===== src/core/hisp_defines.svh =====
`ifndef HISP_DEFINES_SVH
`define HISP_DEFINES_SVH

// Strap field positions
`define HISP_STRAP_SERIAL_BIT 2
`define HISP_STRAP_STYLE_BIT 1
`define HISP_STRAP_INT_BIT 0

// Wait state count inserted on each accepted parallel cycle
`define HISP_WAIT_NS 40
`define HISP_CLK_NS 20
`define HISP_WAIT_CYCLES ((`HISP_WAIT_NS + `HISP_CLK_NS - 1) / `HISP_CLK_NS)

// Reset values
`define HISP_STATUS_RESET 8'h00
`define HISP_REG_SEL_RESET 8'h00

`endif


===== src/core/hisp_pkg.sv =====
package hisp_pkg;

   // Host port mode decoded from the straps
   typedef enum logic [4:0] {
      HISP_MODE_P80 = 5'b00001,
      HISP_MODE_P68 = 5'b00010,
      HISP_MODE_SPI3 = 5'b00100,
      HISP_MODE_SPI4 = 5'b01000,
      HISP_MODE_I2C = 5'b10000
   } hisp_mode_type;

   // Parallel cycle state machine
   typedef enum logic [3:0] {
      HISP_ST_IDLE = 4'b0001,
      HISP_ST_WAIT = 4'b0010,
      HISP_ST_DONE = 4'b0100,
      HISP_ST_HOLD = 4'b1000
   } hisp_state_type;

endpackage : hisp_pkg


===== src/core/hisp_host_port.sv =====
// What this block does
// RQ1 - Straps 00x select separate read/write strobes
// RQ2 - Straps 01x select direction plus enable
// RQ3 - Straps 100/101/11x select serial modes
// RQ4 - Parallel modes use strap bit zero interrupt
// RQ5 - Upper data lines general I/O unless 16-bit
// RQ6 - Serial modes reuse low data lines
// RQ7 - Strobes ignored while chip select high
// RQ8 - Serial mode: chip select is input B0
// RQ9 - Read strobe low makes device drive bus
// RQ10 - Alternate style uses active-high enable strobe
// RQ11 - Serial mode: read pin is input B1
// RQ12 - Command cycle selects register, data cycles transfer
// RQ13 - Device stretches cycles with wait states
// RQ14 - Wait high ready, low holds host
// RQ15 - Select low command/status, high data
// RQ16 - Write pin strobe or direction by style
// RQ17 - Interrupt output reports internal status
`timescale 1ns/1ns
`include "hisp_defines.svh"

module hisp_host_port
   import hisp_pkg::*;
(
   // Clock and reset
   input wire logic clk_i,
   input wire logic rst_n_i,
   // Straps and width choice
   input wire logic [2:0] host_mode_strap_i,
   input wire logic bus_16bit_i,
   // Parallel control pins
   input wire logic chip_sel_n_i,
   input wire logic read_enable_i,
   input wire logic write_dir_i,
   input wire logic command_data_select_i,
   // Data bus pins
   input wire logic [15:0] host_data_bus_i,
   output logic [15:0] host_data_bus_o,
   output logic [15:0] host_data_bus_oe_o,
   // Upper bus general I/O
   input wire logic [7:0] upper_bus_general_io_out_i,
   input wire logic [7:0] upper_bus_general_io_oe_i,
   output logic [7:0] upper_bus_general_io_in_o,
   // Serial pins and group B inputs
   output logic [7:0] serial_pins_o,
   output logic [3:0] serial_mode_input_group_b_o,
   // Core side access
   output logic [7:0] reg_sel_o,
   output logic data_wr_o,
   output logic [15:0] data_wdata_o,
   output logic data_rd_o,
   input wire logic [15:0] data_rdata_i,
   input wire logic [7:0] status_i,
   input wire logic core_irq_i,
   // Host status pins
   output logic wait_n_o,
   output logic int_n_o,
   output logic ext_irq_o,
   output logic [4:0] mode_o
);

   // Decodes strap value into mode
   function automatic hisp_mode_type hisp_decode(input logic [2:0] s);
      hisp_mode_type m;
      m = HISP_MODE_P80;
      if (!s[`HISP_STRAP_SERIAL_BIT]) begin
         m = s[`HISP_STRAP_STYLE_BIT] ? HISP_MODE_P68 : HISP_MODE_P80;
      end else if (s[`HISP_STRAP_STYLE_BIT]) begin
         m = HISP_MODE_I2C;
      end else begin
         m = s[`HISP_STRAP_INT_BIT] ? HISP_MODE_SPI4 : HISP_MODE_SPI3;
      end
      return m;
   endfunction : hisp_decode

   //--------------------------------------------------------------
   // Mode and pin function
   //--------------------------------------------------------------
   hisp_mode_type mode_reg, mode_next;
   logic par_mode, wide_bus;
   logic [7:0] gpa_reg, gpa_next, ser_reg, ser_next;
   logic [3:0] gpb_reg, gpb_next;
   logic eirq_reg, eirq_next, int_n_reg, int_n_next;

   // Mode decode and pin reuse
   always_comb begin
      mode_next = hisp_decode(host_mode_strap_i); // RQ1 RQ2 RQ3
      par_mode = (mode_reg == HISP_MODE_P80) || (mode_reg == HISP_MODE_P68);
      wide_bus = par_mode && bus_16bit_i;
      gpa_next = host_data_bus_i[15:8]; // RQ5
      ser_next = par_mode ? 8'h00 : host_data_bus_i[7:0]; // RQ6
      gpb_next = par_mode ? 4'h0 : {command_data_select_i, write_dir_i,
                                    read_enable_i, chip_sel_n_i}; // RQ8 RQ11
      // Interrupt strap follows the strap decode, not the registered mode
      eirq_next = (mode_next == HISP_MODE_P80 || mode_next == HISP_MODE_P68)
                  && host_mode_strap_i[`HISP_STRAP_INT_BIT]; // RQ4
      int_n_next = !(core_irq_i || eirq_reg); // RQ17
   end

   // Mode registers
   always_ff @(posedge clk_i) begin
      if (!rst_n_i) begin
         mode_reg <= HISP_MODE_P80;
         gpa_reg <= 8'h00;
         ser_reg <= 8'h00;
         gpb_reg <= 4'h0;
         eirq_reg <= 1'b0;
         int_n_reg <= 1'b1;
      end else begin
         mode_reg <= mode_next;
         gpa_reg <= gpa_next;
         ser_reg <= ser_next;
         gpb_reg <= gpb_next;
         eirq_reg <= eirq_next;
         int_n_reg <= int_n_next;
      end
   end

   //--------------------------------------------------------------
   // Parallel cycle engine
   //--------------------------------------------------------------
   hisp_state_type st_reg, st_next;
   logic [2:0] cnt_reg, cnt_next;
   logic [7:0] sel_reg, sel_next;
   logic [15:0] dout_reg, dout_next, doe_next;
   logic wait_n_reg, wait_n_next, wr_reg, wr_next, rd_reg, rd_next;
   logic [15:0] wdat_reg, wdat_next;
   logic strobe, is_read, is_p68;

   // Strobe and direction decode per style
   always_comb begin
      is_p68 = (mode_reg == HISP_MODE_P68);
      strobe = 1'b0;
      is_read = 1'b0;
      if (par_mode && !chip_sel_n_i) begin // RQ7
         if (is_p68) begin
            strobe = read_enable_i; // RQ10
            is_read = write_dir_i; // RQ16
         end else begin
            strobe = !read_enable_i || !write_dir_i; // RQ9 RQ16
            is_read = !read_enable_i;
         end
      end
   end

   // Next state of the cycle engine
   always_comb begin
      st_next = st_reg;
      cnt_next = cnt_reg;
      sel_next = sel_reg;
      dout_next = dout_reg;
      doe_next = 16'h0000;
      wait_n_next = 1'b1;
      wr_next = 1'b0;
      rd_next = 1'b0;
      wdat_next = wdat_reg;
      case (st_reg)
         HISP_ST_IDLE: begin
            if (strobe) begin
               st_next = HISP_ST_WAIT;
               cnt_next = 3'(`HISP_WAIT_CYCLES);
               wait_n_next = 1'b0; // RQ13 RQ14
               rd_next = is_read && command_data_select_i;
            end
         end
         HISP_ST_WAIT: begin
            wait_n_next = 1'b0; // RQ14
            if (is_read) begin
               doe_next = wide_bus ? 16'hFFFF : 16'h00FF; // RQ9
            end
            if (cnt_reg <= 3'h1) begin
               st_next = HISP_ST_DONE;
               wait_n_next = 1'b1;
            end else begin
               cnt_next = cnt_reg - 3'h1;
            end
         end
         HISP_ST_DONE: begin
            if (is_read) begin
               doe_next = wide_bus ? 16'hFFFF : 16'h00FF;
               dout_next = command_data_select_i ? data_rdata_i
                                                 : {8'h00, status_i}; // RQ15
            end else if (!command_data_select_i) begin
               sel_next = host_data_bus_i[7:0]; // RQ12 RQ15
            end else begin
               wr_next = 1'b1; // RQ12
               wdat_next = wide_bus ? host_data_bus_i
                                    : {8'h00, host_data_bus_i[7:0]};
            end
            st_next = HISP_ST_HOLD;
         end
         HISP_ST_HOLD: begin
            if (is_read) begin
               doe_next = wide_bus ? 16'hFFFF : 16'h00FF;
            end
            if (!strobe) begin
               st_next = HISP_ST_IDLE;
               doe_next = 16'h0000;
            end
         end
         default: begin
            st_next = HISP_ST_IDLE;
         end
      endcase
      if (!par_mode) begin
         st_next = HISP_ST_IDLE;
         doe_next = 16'h0000;
      end
   end

   // Cycle engine registers
   always_ff @(posedge clk_i) begin
      if (!rst_n_i) begin
         st_reg <= HISP_ST_IDLE;
         cnt_reg <= 3'h0;
         sel_reg <= `HISP_REG_SEL_RESET;
         dout_reg <= 16'h0000;
         wait_n_reg <= 1'b1;
         wr_reg <= 1'b0;
         rd_reg <= 1'b0;
         wdat_reg <= 16'h0000;
      end else begin
         st_reg <= st_next;
         cnt_reg <= cnt_next;
         sel_reg <= sel_next;
         dout_reg <= dout_next;
         wait_n_reg <= wait_n_next;
         wr_reg <= wr_next;
         rd_reg <= rd_next;
         wdat_reg <= wdat_next;
      end
   end

   //--------------------------------------------------------------
   // Outputs and general I/O driving
   //--------------------------------------------------------------
   logic [15:0] bus_o_reg, bus_o_next, bus_oe_reg, bus_oe_next;

   // Upper lines go to general I/O when not 16-bit
   always_comb begin
      bus_o_next = dout_next;
      bus_oe_next = doe_next;
      if (!wide_bus) begin
         bus_o_next[15:8] = upper_bus_general_io_out_i; // RQ5
         bus_oe_next[15:8] = upper_bus_general_io_oe_i;
      end
      if (!par_mode) begin
         bus_oe_next[7:0] = 8'h00; // RQ6
      end
   end

   // Bus drive registers
   always_ff @(posedge clk_i) begin
      if (!rst_n_i) begin
         bus_o_reg <= 16'h0000;
         bus_oe_reg <= 16'h0000;
      end else begin
         bus_o_reg <= bus_o_next;
         bus_oe_reg <= bus_oe_next;
      end
   end

   assign host_data_bus_o = bus_o_reg;
   assign host_data_bus_oe_o = bus_oe_reg;
   assign upper_bus_general_io_in_o = gpa_reg;
   assign serial_pins_o = ser_reg;
   assign serial_mode_input_group_b_o = gpb_reg;
   assign reg_sel_o = sel_reg;
   assign data_wr_o = wr_reg;
   assign data_wdata_o = wdat_reg;
   assign data_rd_o = rd_reg;
   assign wait_n_o = wait_n_reg;
   assign int_n_o = int_n_reg;
   assign ext_irq_o = eirq_reg;
   assign mode_o = mode_reg;

   //--------------------------------------------------------------
   // Checks
   //--------------------------------------------------------------
   a_cs_blocks_cycle: assert property (@(posedge clk_i) // RQ7
      disable iff (!rst_n_i)
      (st_reg == HISP_ST_IDLE && chip_sel_n_i) |=> st_reg == HISP_ST_IDLE)
      else $error("cycle started with chip select high");
   a_wait_low_start: assert property (@(posedge clk_i) // RQ13
      disable iff (!rst_n_i)
      (st_reg == HISP_ST_IDLE && strobe && par_mode) |=> !wait_n_o)
      else $error("wait not asserted on accepted strobe");
   a_wait_released: assert property (@(posedge clk_i) // RQ14
      disable iff (!rst_n_i)
      $fell(wait_n_o) |-> ##[1:4] wait_n_o)
      else $error("wait held too long");
   a_serial_no_drive: assert property (@(posedge clk_i) // RQ6
      disable iff (!rst_n_i)
      (!par_mode) |=> host_data_bus_oe_o[7:0] == 8'h00)
      else $error("low bus driven in serial mode");
   a_cmd_sets_sel: assert property (@(posedge clk_i) // RQ12
      disable iff (!rst_n_i)
      (st_reg == HISP_ST_DONE && !is_read && !command_data_select_i
       && par_mode) |=> reg_sel_o == $past(host_data_bus_i[7:0]))
      else $error("command cycle did not select register");
   a_data_write: assert property (@(posedge clk_i) // RQ15
      disable iff (!rst_n_i)
      data_wr_o |-> !$past(command_data_select_i, 1) == 1'b0)
      else $error("data write without data select");
   a_group_b_map: assert property (@(posedge clk_i) // RQ8 RQ11
      disable iff (!rst_n_i)
      (!par_mode) |=> serial_mode_input_group_b_o[1:0] ==
          $past({read_enable_i, chip_sel_n_i}))
      else $error("group B inputs wrong");
   a_ext_irq: assert property (@(posedge clk_i) // RQ4 RQ17
      disable iff (!rst_n_i)
      (!host_mode_strap_i[2] && host_mode_strap_i[0]) |=> ##1 !int_n_o)
      else $error("strap interrupt not reported");
   a_read_drives: assert property (@(posedge clk_i) // RQ9
      disable iff (!rst_n_i)
      host_data_bus_oe_o[0] |-> $past(par_mode))
      else $error("bus driven outside parallel mode");

endmodule : hisp_host_port


===== config.mk =====
export PLATFORM = sky130hd
export DESIGN_NAME = hisp_host_port
export DESIGN_NICKNAME = d
export VERILOG_FILES = /design/src/core/hisp_pkg.sv /design/src/core/hisp_host_port.sv
export VERILOG_INCLUDE_DIRS = /design/src /design/src/core
export SDC_FILE = /design/constraint.sdc
export NUM_CORES = 1
export LEC_CHECK = 0
export BUFFER_PORTS_ARGS = -buffer_cell sky130_fd_sc_hd__buf_2
export CAP_MARGIN = 20
export CORE_AREA = 2 2 88 90
export CTS_CLUSTER_SIZE = 20
export DETAILED_ROUTE_END_ITERATION = 6
export DIE_AREA = 0 0 90 92
export MAX_ROUTING_LAYER = met4
export PLACE_DENSITY = 0.82
export SYNTH_ARGS = -nofsm -noshare
export SYNTH_HDL_FRONTEND = slang
export SYNTH_SLANG_ARGS = --single-unit

===== constraint.sdc =====
create_clock -name clk_i -period 3.7 [get_ports clk_i]
set_input_delay 0.74 -clock clk_i [delete_from_list [all_inputs] [get_ports clk_i]]
set_output_delay 0.74 -clock clk_i [all_outputs]
set_load 0.02 [all_outputs]

==> results of run 1 <==
## stage by stage
| step | cells | power (W) | area (sq um) | setup slack [ns] | util (%) |
|---|---|---|---|---|---|
| final | 607 | 0.001861 | 4538 | 1.562 | 60.94 |
| after global routing | 607 | 0.001948 | 4538 | 1.444 | 60.94 |
| after CTS | 607 | 0.001883 | 4538 | 1.581 | 60.94 |
| after detailed placement | 591 | 0.001283 | 4363 | 1.213 | 58.59 |
| after global placement | 591 | 0.001278 | 4363 | 1.284 | 58.59 |
| after floorplan | 369 | 0.001197 | 3666 | 1.462 | - |
## cells in the final DEF (no fill, tap or decap), drive strengths merged, types with 2 or more instances in the layout
| cell | n |
|---|---|
| and3b | 2 |
| clkbuf | 11 |
| nor2b | 12 |
| nor2 | 5 |
| clkinv | 2 |
| mux2i | 40 |
| nand2 | 55 |
| and2 | 29 |
| inv | 5 |
| and3 | 2 |
| nor3b | 3 |
| o21ai | 22 |
| nand3b | 2 |
| nor3 | 3 |
| buf | 157 |
| nand4b | 2 |
| a22o | 2 |
| dfxtp | 94 |
| a21boi | 2 |
| nor4 | 3 |
| nand3 | 11 |
| clkinvlp | 2 |
| ha | 2 |
| o211a | 8 |
| a21oi | 12 |
## worst max-delay path, cell delays in order
cell,delay (ns)
buf_2,0.12
or3b_2,0.49
a21oi_1,0.36
or3_1,0.45
mux2i_1,0.25
## layer usage
metal,vias up,wire [um],GRT usage (%)
met5,-,0,-
met4,0,193,8.077
met3,17,415,4.684
met2,95,4072,33.52
met1,1415,3357,22.32
li1,1504,-,-
## logic make-up (layout without fill, tap and decap cells)
kind of cell / count (synthesis) / after routing / share of synthesized area (%)
flops: 94 / 94 / 51.33
fa+ha+maj: 2 / 2 / 0.6825
simple gates: 137 / 137 / 19.83
compound gates: 54 / 54 / 10.21
mux: 40 / 40 / 10.92
xor+xnor: 1 / 1 / 0.2390
buf+inv: 41 / 177 / 6.791
## power by group through the flow
stage / Sequential (W) / Combinational [W] / Clock [W]
2_1_floorplan: 0.00111 / 0.0000830 / 0
6_report: 0.00105 / 0.000206 / 0.000603
3_5_place_dp: 0.00108 / 0.000207 / 0
4_1_cts: 0.00105 / 0.000207 / 0.000623
5_1_grt: 0.00106 / 0.000225 / 0.000666
3_3_place_gp: 0.00108 / 0.000202 / 0
## worst max path at each step
stage / depth (start not counted) / slack (ns) / end
after detailed placement: 5 / 1.21 / reg_sel_o[4]
final: 5 / 1.56 / reg_sel_o[4]
after floorplan: 5 / 1.46 / host_data_bus_o[12]
after global placement: 5 / 1.28 / reg_sel_o[7]
after CTS: 5 / 1.58 / reg_sel_o[4]
after global routing: 5 / 1.44 / reg_sel_o[1]
## cell type report
type	instances	area, sq um	share of cell area, %
Multi-Input combinational cell	234	1540	33.94
Timing Repair Buffer	157	798.3	17.59
Clock buffer	11	141.4	3.116
Tap cell	102	127.6	2.812
Inverter	4	15.01	0.3309
Clock inverter	5	33.78	0.7444
Sequential cell	94	1882	41.47
==> out/metrics.yaml, run 1 <==
grt:
  antenna_found_initial: 0
  grt_pass1_vias: 2864
  grt-ovfl-total: 0
  grt_start_max_net_pins: 82
  track_usage_pct: 19.66
  grt_pass1_wl_mm: 12.84
layout:
  diodes: 0
  drive_gt1_share_pct: 36.04
  fill_cells: 656
  final_nets: 569
  areaGrowthSynthToFinish_pct: 23.79
sta:
  final.setup.tns_ns: 0
  hold_violations: 0
  slew_violations: 0
  period_needed_ns: 2.138
  fmax_mhz: 467.7
  fin_crit_sh_pct: 57.79
  setup_viol_count_final: 0
  rsz0062_at_grt: "no"
  skew_ns: 0.009975
  holdWs_ns: 0.4498
  worstMarginPinSlew_ns: 0.7075
  slew_headroom_pct: 52.83
detailed_routing:
  first_pass_iters: 4
  postRouteAntennaNets: 0
  wl_per_cell_um: 13.24
  viasPerCell: 4.993
  vias: 3031
  wl_mm: 8.038
  drc: 0
  drt_iter0_markers: 121
power:
  p_leak_nw: 2.220
  p_per_area_mw_per_mm2: 410.1
  pwr-share-comb_pct: 11.0
  p_sw_share_pct: 25.46
  switchingPower_w: 0.0004739
  vdd_drop_max_v: 0.0002668
  pwr-share-seq_pct: 56.5
  p_int_w: 0.001387
  clkPwrFrac_pct: 32.4
floorplan:
  core_area_sq_mm: 0.007447
  rows: 32
  initial_utilization_pct: 49.23
  die-area_sq_mm: 0.008280
  die_y_um: 92
  die_w_um: 90
  io_pins: 153
clock_tree:
  cts_root_buf: "clkbuf_8"
  ctsResizeCount: 0
  cts.clk_slew.worst_paths_ns: 0.09
  clk_latency_ns: 0.34
  cts_tree: "yes"
  cts_setup_buffers: 0
  cts.sinks: 94
  hold_buffers: 0
  cts_inserted_buffers: 9
  cts_buffer_depth: 2
  h-tree-depth: 3
outcome:
  status: "finished, final reports clean"
synthesis:
  synth_edf_count: 0
  ys_seq_area_share_pct: 51.33
  ys.warnings.count: 0
  netlist_instances: 369
  postSynth.asyncResetShare_pct: 0
  yosysTopAreaCellShare_pct: 51.33
  netlist_area_sq_mm: 0.003666
  synth-seq-cells: 94
  synthTopCellsByCount: "dfxtp_1, nand2_1, mux2i_1"
  avgSynthCellArea_sq_um: 9.935
  synth_top_cells_by_area: "dfxtp_1, mux2i_1, nand2_1"
  syn_nets: 438
  synth-main-ff-cell: "dfxtp_1"
  synth.distinct_cells: 44
  synth.most_common_cell: "dfxtp_1"
  yosysTopAreaCell: "dfxtp_1"
flow_run:
  drv_cap: 0
critical_path:
  startpoint: "read_enable_i"
  rr_worst_depth: 4
  path_max_fanout: 8
  critical_path_class: "primary input to flip-flop"
  r2r_start: "mode_o[0]"
  worstSetupEndpointType: "flip-flop"
  cp-start-kind: "primary input"
  arrival_ns: 2.41
  required_ns: 3.97
  worstReg2RegEnd: "reg_sel_o[4]"
  r2r_slack_ns: 1.62
min_path:
  hold_start: "cnt_reg[2]"
  hold_depth: 1
  min_to: "st_reg[2]"
  holdCritPathClass: "flip-flop to flip-flop"
placement:
  portBuffers: 152
  dp_hpwl_mm: 5.915
  gp_congestion: 0.8472
Power figures use the tool's default switching activity.
==> inputs of run 2 (changes only) <==
--- a/config.mk
+++ b/config.mk
@@ -8,12 +8,12 @@
 export LEC_CHECK = 0
 export BUFFER_PORTS_ARGS = -buffer_cell sky130_fd_sc_hd__buf_2
 export CAP_MARGIN = 20
-export CORE_AREA = 2 2 88 90
+export CORE_AREA = 2 2 91 93
 export CTS_CLUSTER_SIZE = 20
 export DETAILED_ROUTE_END_ITERATION = 6
-export DIE_AREA = 0 0 90 92
+export DIE_AREA = 0 0 93 95
 export MAX_ROUTING_LAYER = met4
-export PLACE_DENSITY = 0.82
+export PLACE_DENSITY = 0.77
 export SYNTH_ARGS = -nofsm -noshare
 export SYNTH_HDL_FRONTEND = slang
 export SYNTH_SLANG_ARGS = --single-unit
==> constraint.sdc (replaced) <==
create_clock -name clk_i -period 2 [get_ports clk_i]
set_input_delay 0.4 -clock clk_i [delete_from_list [all_inputs] [get_ports clk_i]]
set_output_delay 0.4 -clock clk_i [all_outputs]
set_load 0.02 [all_outputs]
==> out/metrics.yaml, run 2 (synthesized netlist as in run 1, its figures left out) <==
floorplan:
  die-area_sq_mm: 0.008835  # +6.7%
  die_y_um: 95  # +3.3%
  die_w_um: 93  # +3.3%
  initial_utilization_pct: 46.24  # -3.0 points
  core_area_sq_mm: 0.007928  # +6.5%
  io_pins: 153  # unchanged
  rows: 33  # +3.1%
placement:
  gp_congestion: 0.9000  # +6.2%
  dp_hpwl_mm: 6.410  # +8.4%
  postPlaceCellArea_sq_mm: 0.004496  # +3.0%
  portBuffers: 152  # unchanged
  post-place-ws_ns: -0.01634  # -1.229 ns
clock_tree:
  cts_buffer_depth: 2  # unchanged
  h-tree-depth: 3  # unchanged
  cts_inserted_buffers: 9  # unchanged
  cts.sinks: 94  # unchanged
  clk_latency_ns: 0.35  # about the same
  cts_setup_buffers: 0  # unchanged
  hold_buffers: 0  # unchanged
  cts.clk_slew.worst_paths_ns: 0.09  # about the same
  cts_root_buf: "clkbuf_8"
  cts_tree: "yes"
  ctsResizeCount: 0  # unchanged
sta:
  slew_headroom_pct: 61.93  # +9.1 points
  rsz0062_at_grt: "no"
  fin_crit_sh_pct: 95.58
  final.setup.tns_ns: 0  # unchanged
  worst_slack_ns: 0.08845  # -1.473 ns
  slew_violations: 0  # unchanged
  period_needed_ns: 1.912
  holdWs_ns: 0.2251  # -0.2247 ns
  fmax_mhz: 523.1
  skew_ns: 0.01127  # +0.001300 ns
  hold_violations: 0  # unchanged
  worstMarginPinSlew_ns: 0.5659  # -0.1416 ns
  setup_viol_count_final: 0  # unchanged
power:
  vdd_drop_max_v: 0.0004982  # +87%
  p_per_area_mw_per_mm2: 753.6  # +84%
  finalPower_w: 0.003532  # +90%
  p_leak_nw: 2.292  # +3.3%
critical_path:
  worstSetupEndpointType: "flip-flop"
  worstPathBufferInverterCount: 1  # unchanged
  rr_worst_depth: 5  # +1
  slowest_stage: "or3b_2"
  r2r_slack_ns: 0.09  # -1.53 ns
  path_cells: "or3b_2 -> a211oi_4 -> buf_12 -> mux2i_1 -> a21oi_2"
  cpPeakStageDelay_ns: 0.51  # +0.02 ns
  arrival_ns: 2.14  # -0.27 ns
  path_max_fanout: 20  # +12
  r2r_start: "mode_o[0]"
  cp-start-kind: "flip-flop"
  critical_path_class: "flip-flop to flip-flop"
  worstReg2RegEnd: "host_data_bus_o[12]"
  cp_top_family: "simple AND/OR/NAND/NOR gates"
  critical_path_depth: 5  # unchanged
  required_ns: 2.23  # -1.74 ns
layout:
  layout_common_cells: "buf_2, dfxtp_1, nand2_1"
  final_nets: 581  # +2.1%
  fill_cells: 752  # +15%
  diodes: 0  # unchanged
  final_common_cell: "buf_2"
  drive_gt1_share_pct: 37.60  # +1.6 points
  multi_input_area_sq_mm: 0.001550  # +0.65%
  areaGrowthSynthToFinish_pct: 27.85
  seq_area_sq_mm: 0.001883  # about the same
  final_area_sq_mm: 0.004687  # +3.3%
detailed_routing:
  drt_iter0_markers: 140  # +16%
  viasPerCell: 4.902  # -1.8%
  wl_per_cell_um: 13.70  # +3.5%
  vias: 3044  # +0.43%
  first_pass_iters: 4  # unchanged
  postRouteAntennaNets: 0  # unchanged
  drc: 0  # unchanged
  wl_mm: 8.510  # +5.9%
min_path:
  hold_depth: 2  # +1
  hold_start: "core_irq_i"
  holdCritPathClass: "primary input to flip-flop"
  min_to: "int_n_o"
grt:
  grt_start_max_net_pins: 31  # -62%
  grt_pass1_vias: 2945  # +2.8%
  track_usage_pct: 19.61  # -0.043 points
  antenna_found_initial: 0  # unchanged
  grt-ovfl-total: 0  # unchanged
  grt_pass1_wl_mm: 13.34  # +3.9%
flow_run:
  drv_cap: 0  # unchanged
outcome:
  status: "finished, final reports clean"
[run 2: cell count changes in the layout (fill, tap and decap cells not counted), moves of 2 or more]
cell | previous run | this run
buf_12 | 0 | 3
buf_4 | 5 | 14
clkbuf_1 | 1 | 3
clkinv_2 | 2 | 0
[run 2: routing by layer]
| metal | track usage, % | part of all wire (%) | routed length (um) |
|---|---|---|---|
| met5 | - | 0 | 0 |
| met4 | 6.985 | 1.2 | 105 |
| met3 | 4.789 | 5.0 | 427 |
| met2 | 32.55 | 50 | 4270 |
| met1 | 23.32 | 44 | 3706 |
[run 2: power breakdown]
| part | leakage (nW) | total (W) | switching [W] | internal, W |
|---|---|---|---|---|
| clock | 0.0867 | 0.00119 | 0.000611 | 0.000576 |
| combinational | 1.44 | 0.000401 | 0.000238 | 0.000163 |
| sequential | 0.767 | 0.00194 | 0.0000176 | 0.00193 |
| total | 2.29 | 0.00353 | 0.000866 | 0.00267 |
[run 2: through the flow]
step | utilization [%] | instances
floorplan | - | 369
global placement | 56.71 | 606
detailed placement | 56.71 | 606
CTS | 59.00 | 621
global route | 59.12 | 621
finish | 59.12 | 621
[run 2: worst max path at each step]
stage                        endpoint     startpoint
2_1_floorplan     host_data_bus_o[12]      mode_o[3]
3_3_place_gp      host_data_bus_o[14]  read_enable_i
3_5_place_dp      host_data_bus_o[12]  read_enable_i
4_1_cts        host_data_bus_oe_o[11]      mode_o[3]
5_1_grt            host_data_bus_o[8]      mode_o[0]
6_report          host_data_bus_o[12]      mode_o[0]
[run 2: worst reg2reg max path: stages (launching register included)]
cell and delay, ns:
dfxtp_2 0.39, or3b_2 0.52, a211oi_4 0.31, buf_12 0.20
mux2i_1 0.30, a21oi_2 0.08
[run 2: cell type report]
class | count | share of cell area [%]
flip-flops and latches | 94 | 40.18
well taps | 105 | 2.803
inverters | 4 | 0.3203
clock inverters | 3 | 0.9877
multi-input cells | 234 | 33.08
clock buffers | 12 | 2.883
repair buffers | 169 | 19.75
==> inputs of run 3 (changes only) <==
--- a/config.mk
+++ b/config.mk
@@ -8,10 +8,10 @@
 export LEC_CHECK = 0
 export BUFFER_PORTS_ARGS = -buffer_cell sky130_fd_sc_hd__buf_2
 export CAP_MARGIN = 20
-export CORE_AREA = 2 2 91 93
+export CORE_AREA = 2 2 108 79
 export CTS_CLUSTER_SIZE = 20
 export DETAILED_ROUTE_END_ITERATION = 6
-export DIE_AREA = 0 0 93 95
+export DIE_AREA = 0 0 110 81
 export MAX_ROUTING_LAYER = met4
 export PLACE_DENSITY = 0.77
 export SYNTH_ARGS = -nofsm -noshare
==> out/metrics.yaml, run 3 (synthesized netlist as in run 1, its figures left out) <==
sta:
  fin_crit_sh_pct: 96.00  # +0.43 points
  hold_violations: 0  # unchanged
  rsz0062_at_grt: "no"
  slew_headroom_pct: 60.71  # -1.2 points
  skew_ns: 0.01116  # -0.0001119 ns
  period_needed_ns: 1.920  # +0.008539 ns
  fmax_mhz: 520.8  # -0.44%
  final.setup.tns_ns: 0  # unchanged
  setup_viol_count_final: 0  # unchanged
  worstMarginPinSlew_ns: 0.5887  # +0.02277 ns
  slew_violations: 0  # unchanged
layout:
  diodes: 0  # unchanged
  areaGrowthSynthToFinish_pct: 29.62
  final_common_cell: "buf_2"
  final_core_util_pct: 59.23  # +0.11 points
  layout_common_cells: "buf_2, dfxtp_1, nand2_1"
  drive_gt1_share_pct: 38.89  # +1.3 points
  final_nets: 587  # +1.0%
detailed_routing:
  vias: 3080  # +1.2%
  wl_per_cell_um: 13.67  # -0.24%
  wl_mm: 8.572  # +0.73%
  drc: 0  # unchanged
  postRouteAntennaNets: 0  # unchanged
  first_pass_iters: 5  # +1
  viasPerCell: 4.912  # +0.21%
  drt_iter0_markers: 109  # -22%
floorplan:
  io_pins: 153  # unchanged
  initial_utilization_pct: 45.70  # -0.55 points
  core_area_sq_mm: 0.008023  # +1.2%
  rows: 28  # -15%
  die_w_um: 110  # +18%
  die-area_sq_mm: 0.008910  # +0.85%
  die_y_um: 81  # -15%
clock_tree:
  clk_latency_ns: 0.35  # about the same
  cts_tree: "yes"
  cts_buffer_depth: 2  # unchanged
  cts.sinks: 94  # unchanged
  cts_inserted_buffers: 9  # unchanged
  cts_root_buf: "clkbuf_8"
  hold_buffers: 0  # unchanged
  cts.clk_slew.worst_paths_ns: 0.09  # about the same
  h-tree-depth: 3  # unchanged
grt:
  track_usage_pct: 19.89  # +0.28 points
  grt_pass1_wl_mm: 13.34  # unchanged
  antenna_found_initial: 0  # unchanged
  grt_pass1_vias: 2876  # -2.3%
  grt-ovfl-total: 0  # unchanged
  grt_start_max_net_pins: 29  # -6.5%
power:
  p_per_area_mw_per_mm2: 757.9  # +0.58%
  p_leak_nw: 2.333  # +1.8%
  vdd_drop_max_v: 0.0003779  # -24%
placement:
  gp_congestion: 0.8941  # -0.66%
  portBuffers: 152  # unchanged
  dp_hpwl_mm: 6.340  # -1.1%
outcome:
  status: "finished, final reports clean"
flow_run:
  drv_cap: 0  # unchanged
critical_path:
  worstReg2RegEnd: "dout_reg[14]"
  r2r_start: "st_reg[3]"
  rr_worst_depth: 6  # +1
  critical_path_class: "flip-flop to flip-flop"
  cp-start-kind: "flip-flop"
  required_ns: 2.24  # about the same
  r2r_slack_ns: 0.08  # about the same
  worstSetupEndpointType: "flip-flop"
  arrival_ns: 2.16  # +0.02 ns
  path_max_fanout: 17  # -15%
min_path:
  holdCritPathClass: "primary input to flip-flop"
  hold_depth: 2  # unchanged
  min_to: "int_n_o"
  hold_start: "core_irq_i"
## run 3: metrics by stage
step                std cells  cell area (sq um)  setup slack, ns  power [W]  hold slack, ns
floorplan                 369               3667          0.01281   0.002214          0.4144
global placement          611               4533         -0.02289   0.002385          0.4397
detailed placement        611               4533         -0.09840   0.002391          0.4442
CTS                       626               4737          0.02845   0.003631          0.2088
global route              627               4752         0.006208   0.003746          0.2231
finish                    627               4752          0.07991   0.003602          0.2198
## run 3: cell type report
class,count,area [sq um]
Sequential cell,94,1883
Tap cell,105,131.4
Clock inverter,5,60.06
Timing Repair Buffer,175,970.9
Fill cell,682,3271
Clock buffer,10,137.6
Multi-Input combinational cell,234,1554
Inverter,4,15.01
## run 3: how the worst max path moves through the flow
stage	to	slack (ns)	startpoint	depth (start not counted)
global placement	data_wdata_o[2]	-0.02	st_reg[3]	4
global route	host_data_bus_o[12]	0.006	st_reg[3]	6
finish	dout_reg[14]	0.08	st_reg[3]	6
CTS	host_data_bus_oe_o[10]	0.03	mode_o[3]	5
floorplan	host_data_bus_o[12]	0.01	mode_o[3]	5
detailed placement	data_wdata_o[1]	-0.1	st_reg[3]	4
## run 3: worst max-delay path: stages, from the launching register on
cell and delay, ns:
dfxtp_1 0.32, or4b_4 0.56, buf_4 0.17, a211oi_4 0.20
buf_12 0.20, mux2i_1 0.28, nor2b_1 0.07
## run 3: metal layers
layer,global-route usage [%],share of wire [%]
met5,-,0
met2,30.92,47
met3,6.822,6.9
met4,6.329,1.1
met1,24.40,45
## run 3: what timing repair did
item / CTS / global route
setup endpoints to repair: 11 / 13
gates cloned: 0 / 0
resized for setup: 1 / 2
setup buffers: 0 / 1
## run 3: report_power, final
part / switching (W) / internal, W
Sequential: 0.0000188 / 0.00193
Clock: 0.000645 / 0.000607
Combinational: 0.000235 / 0.000168
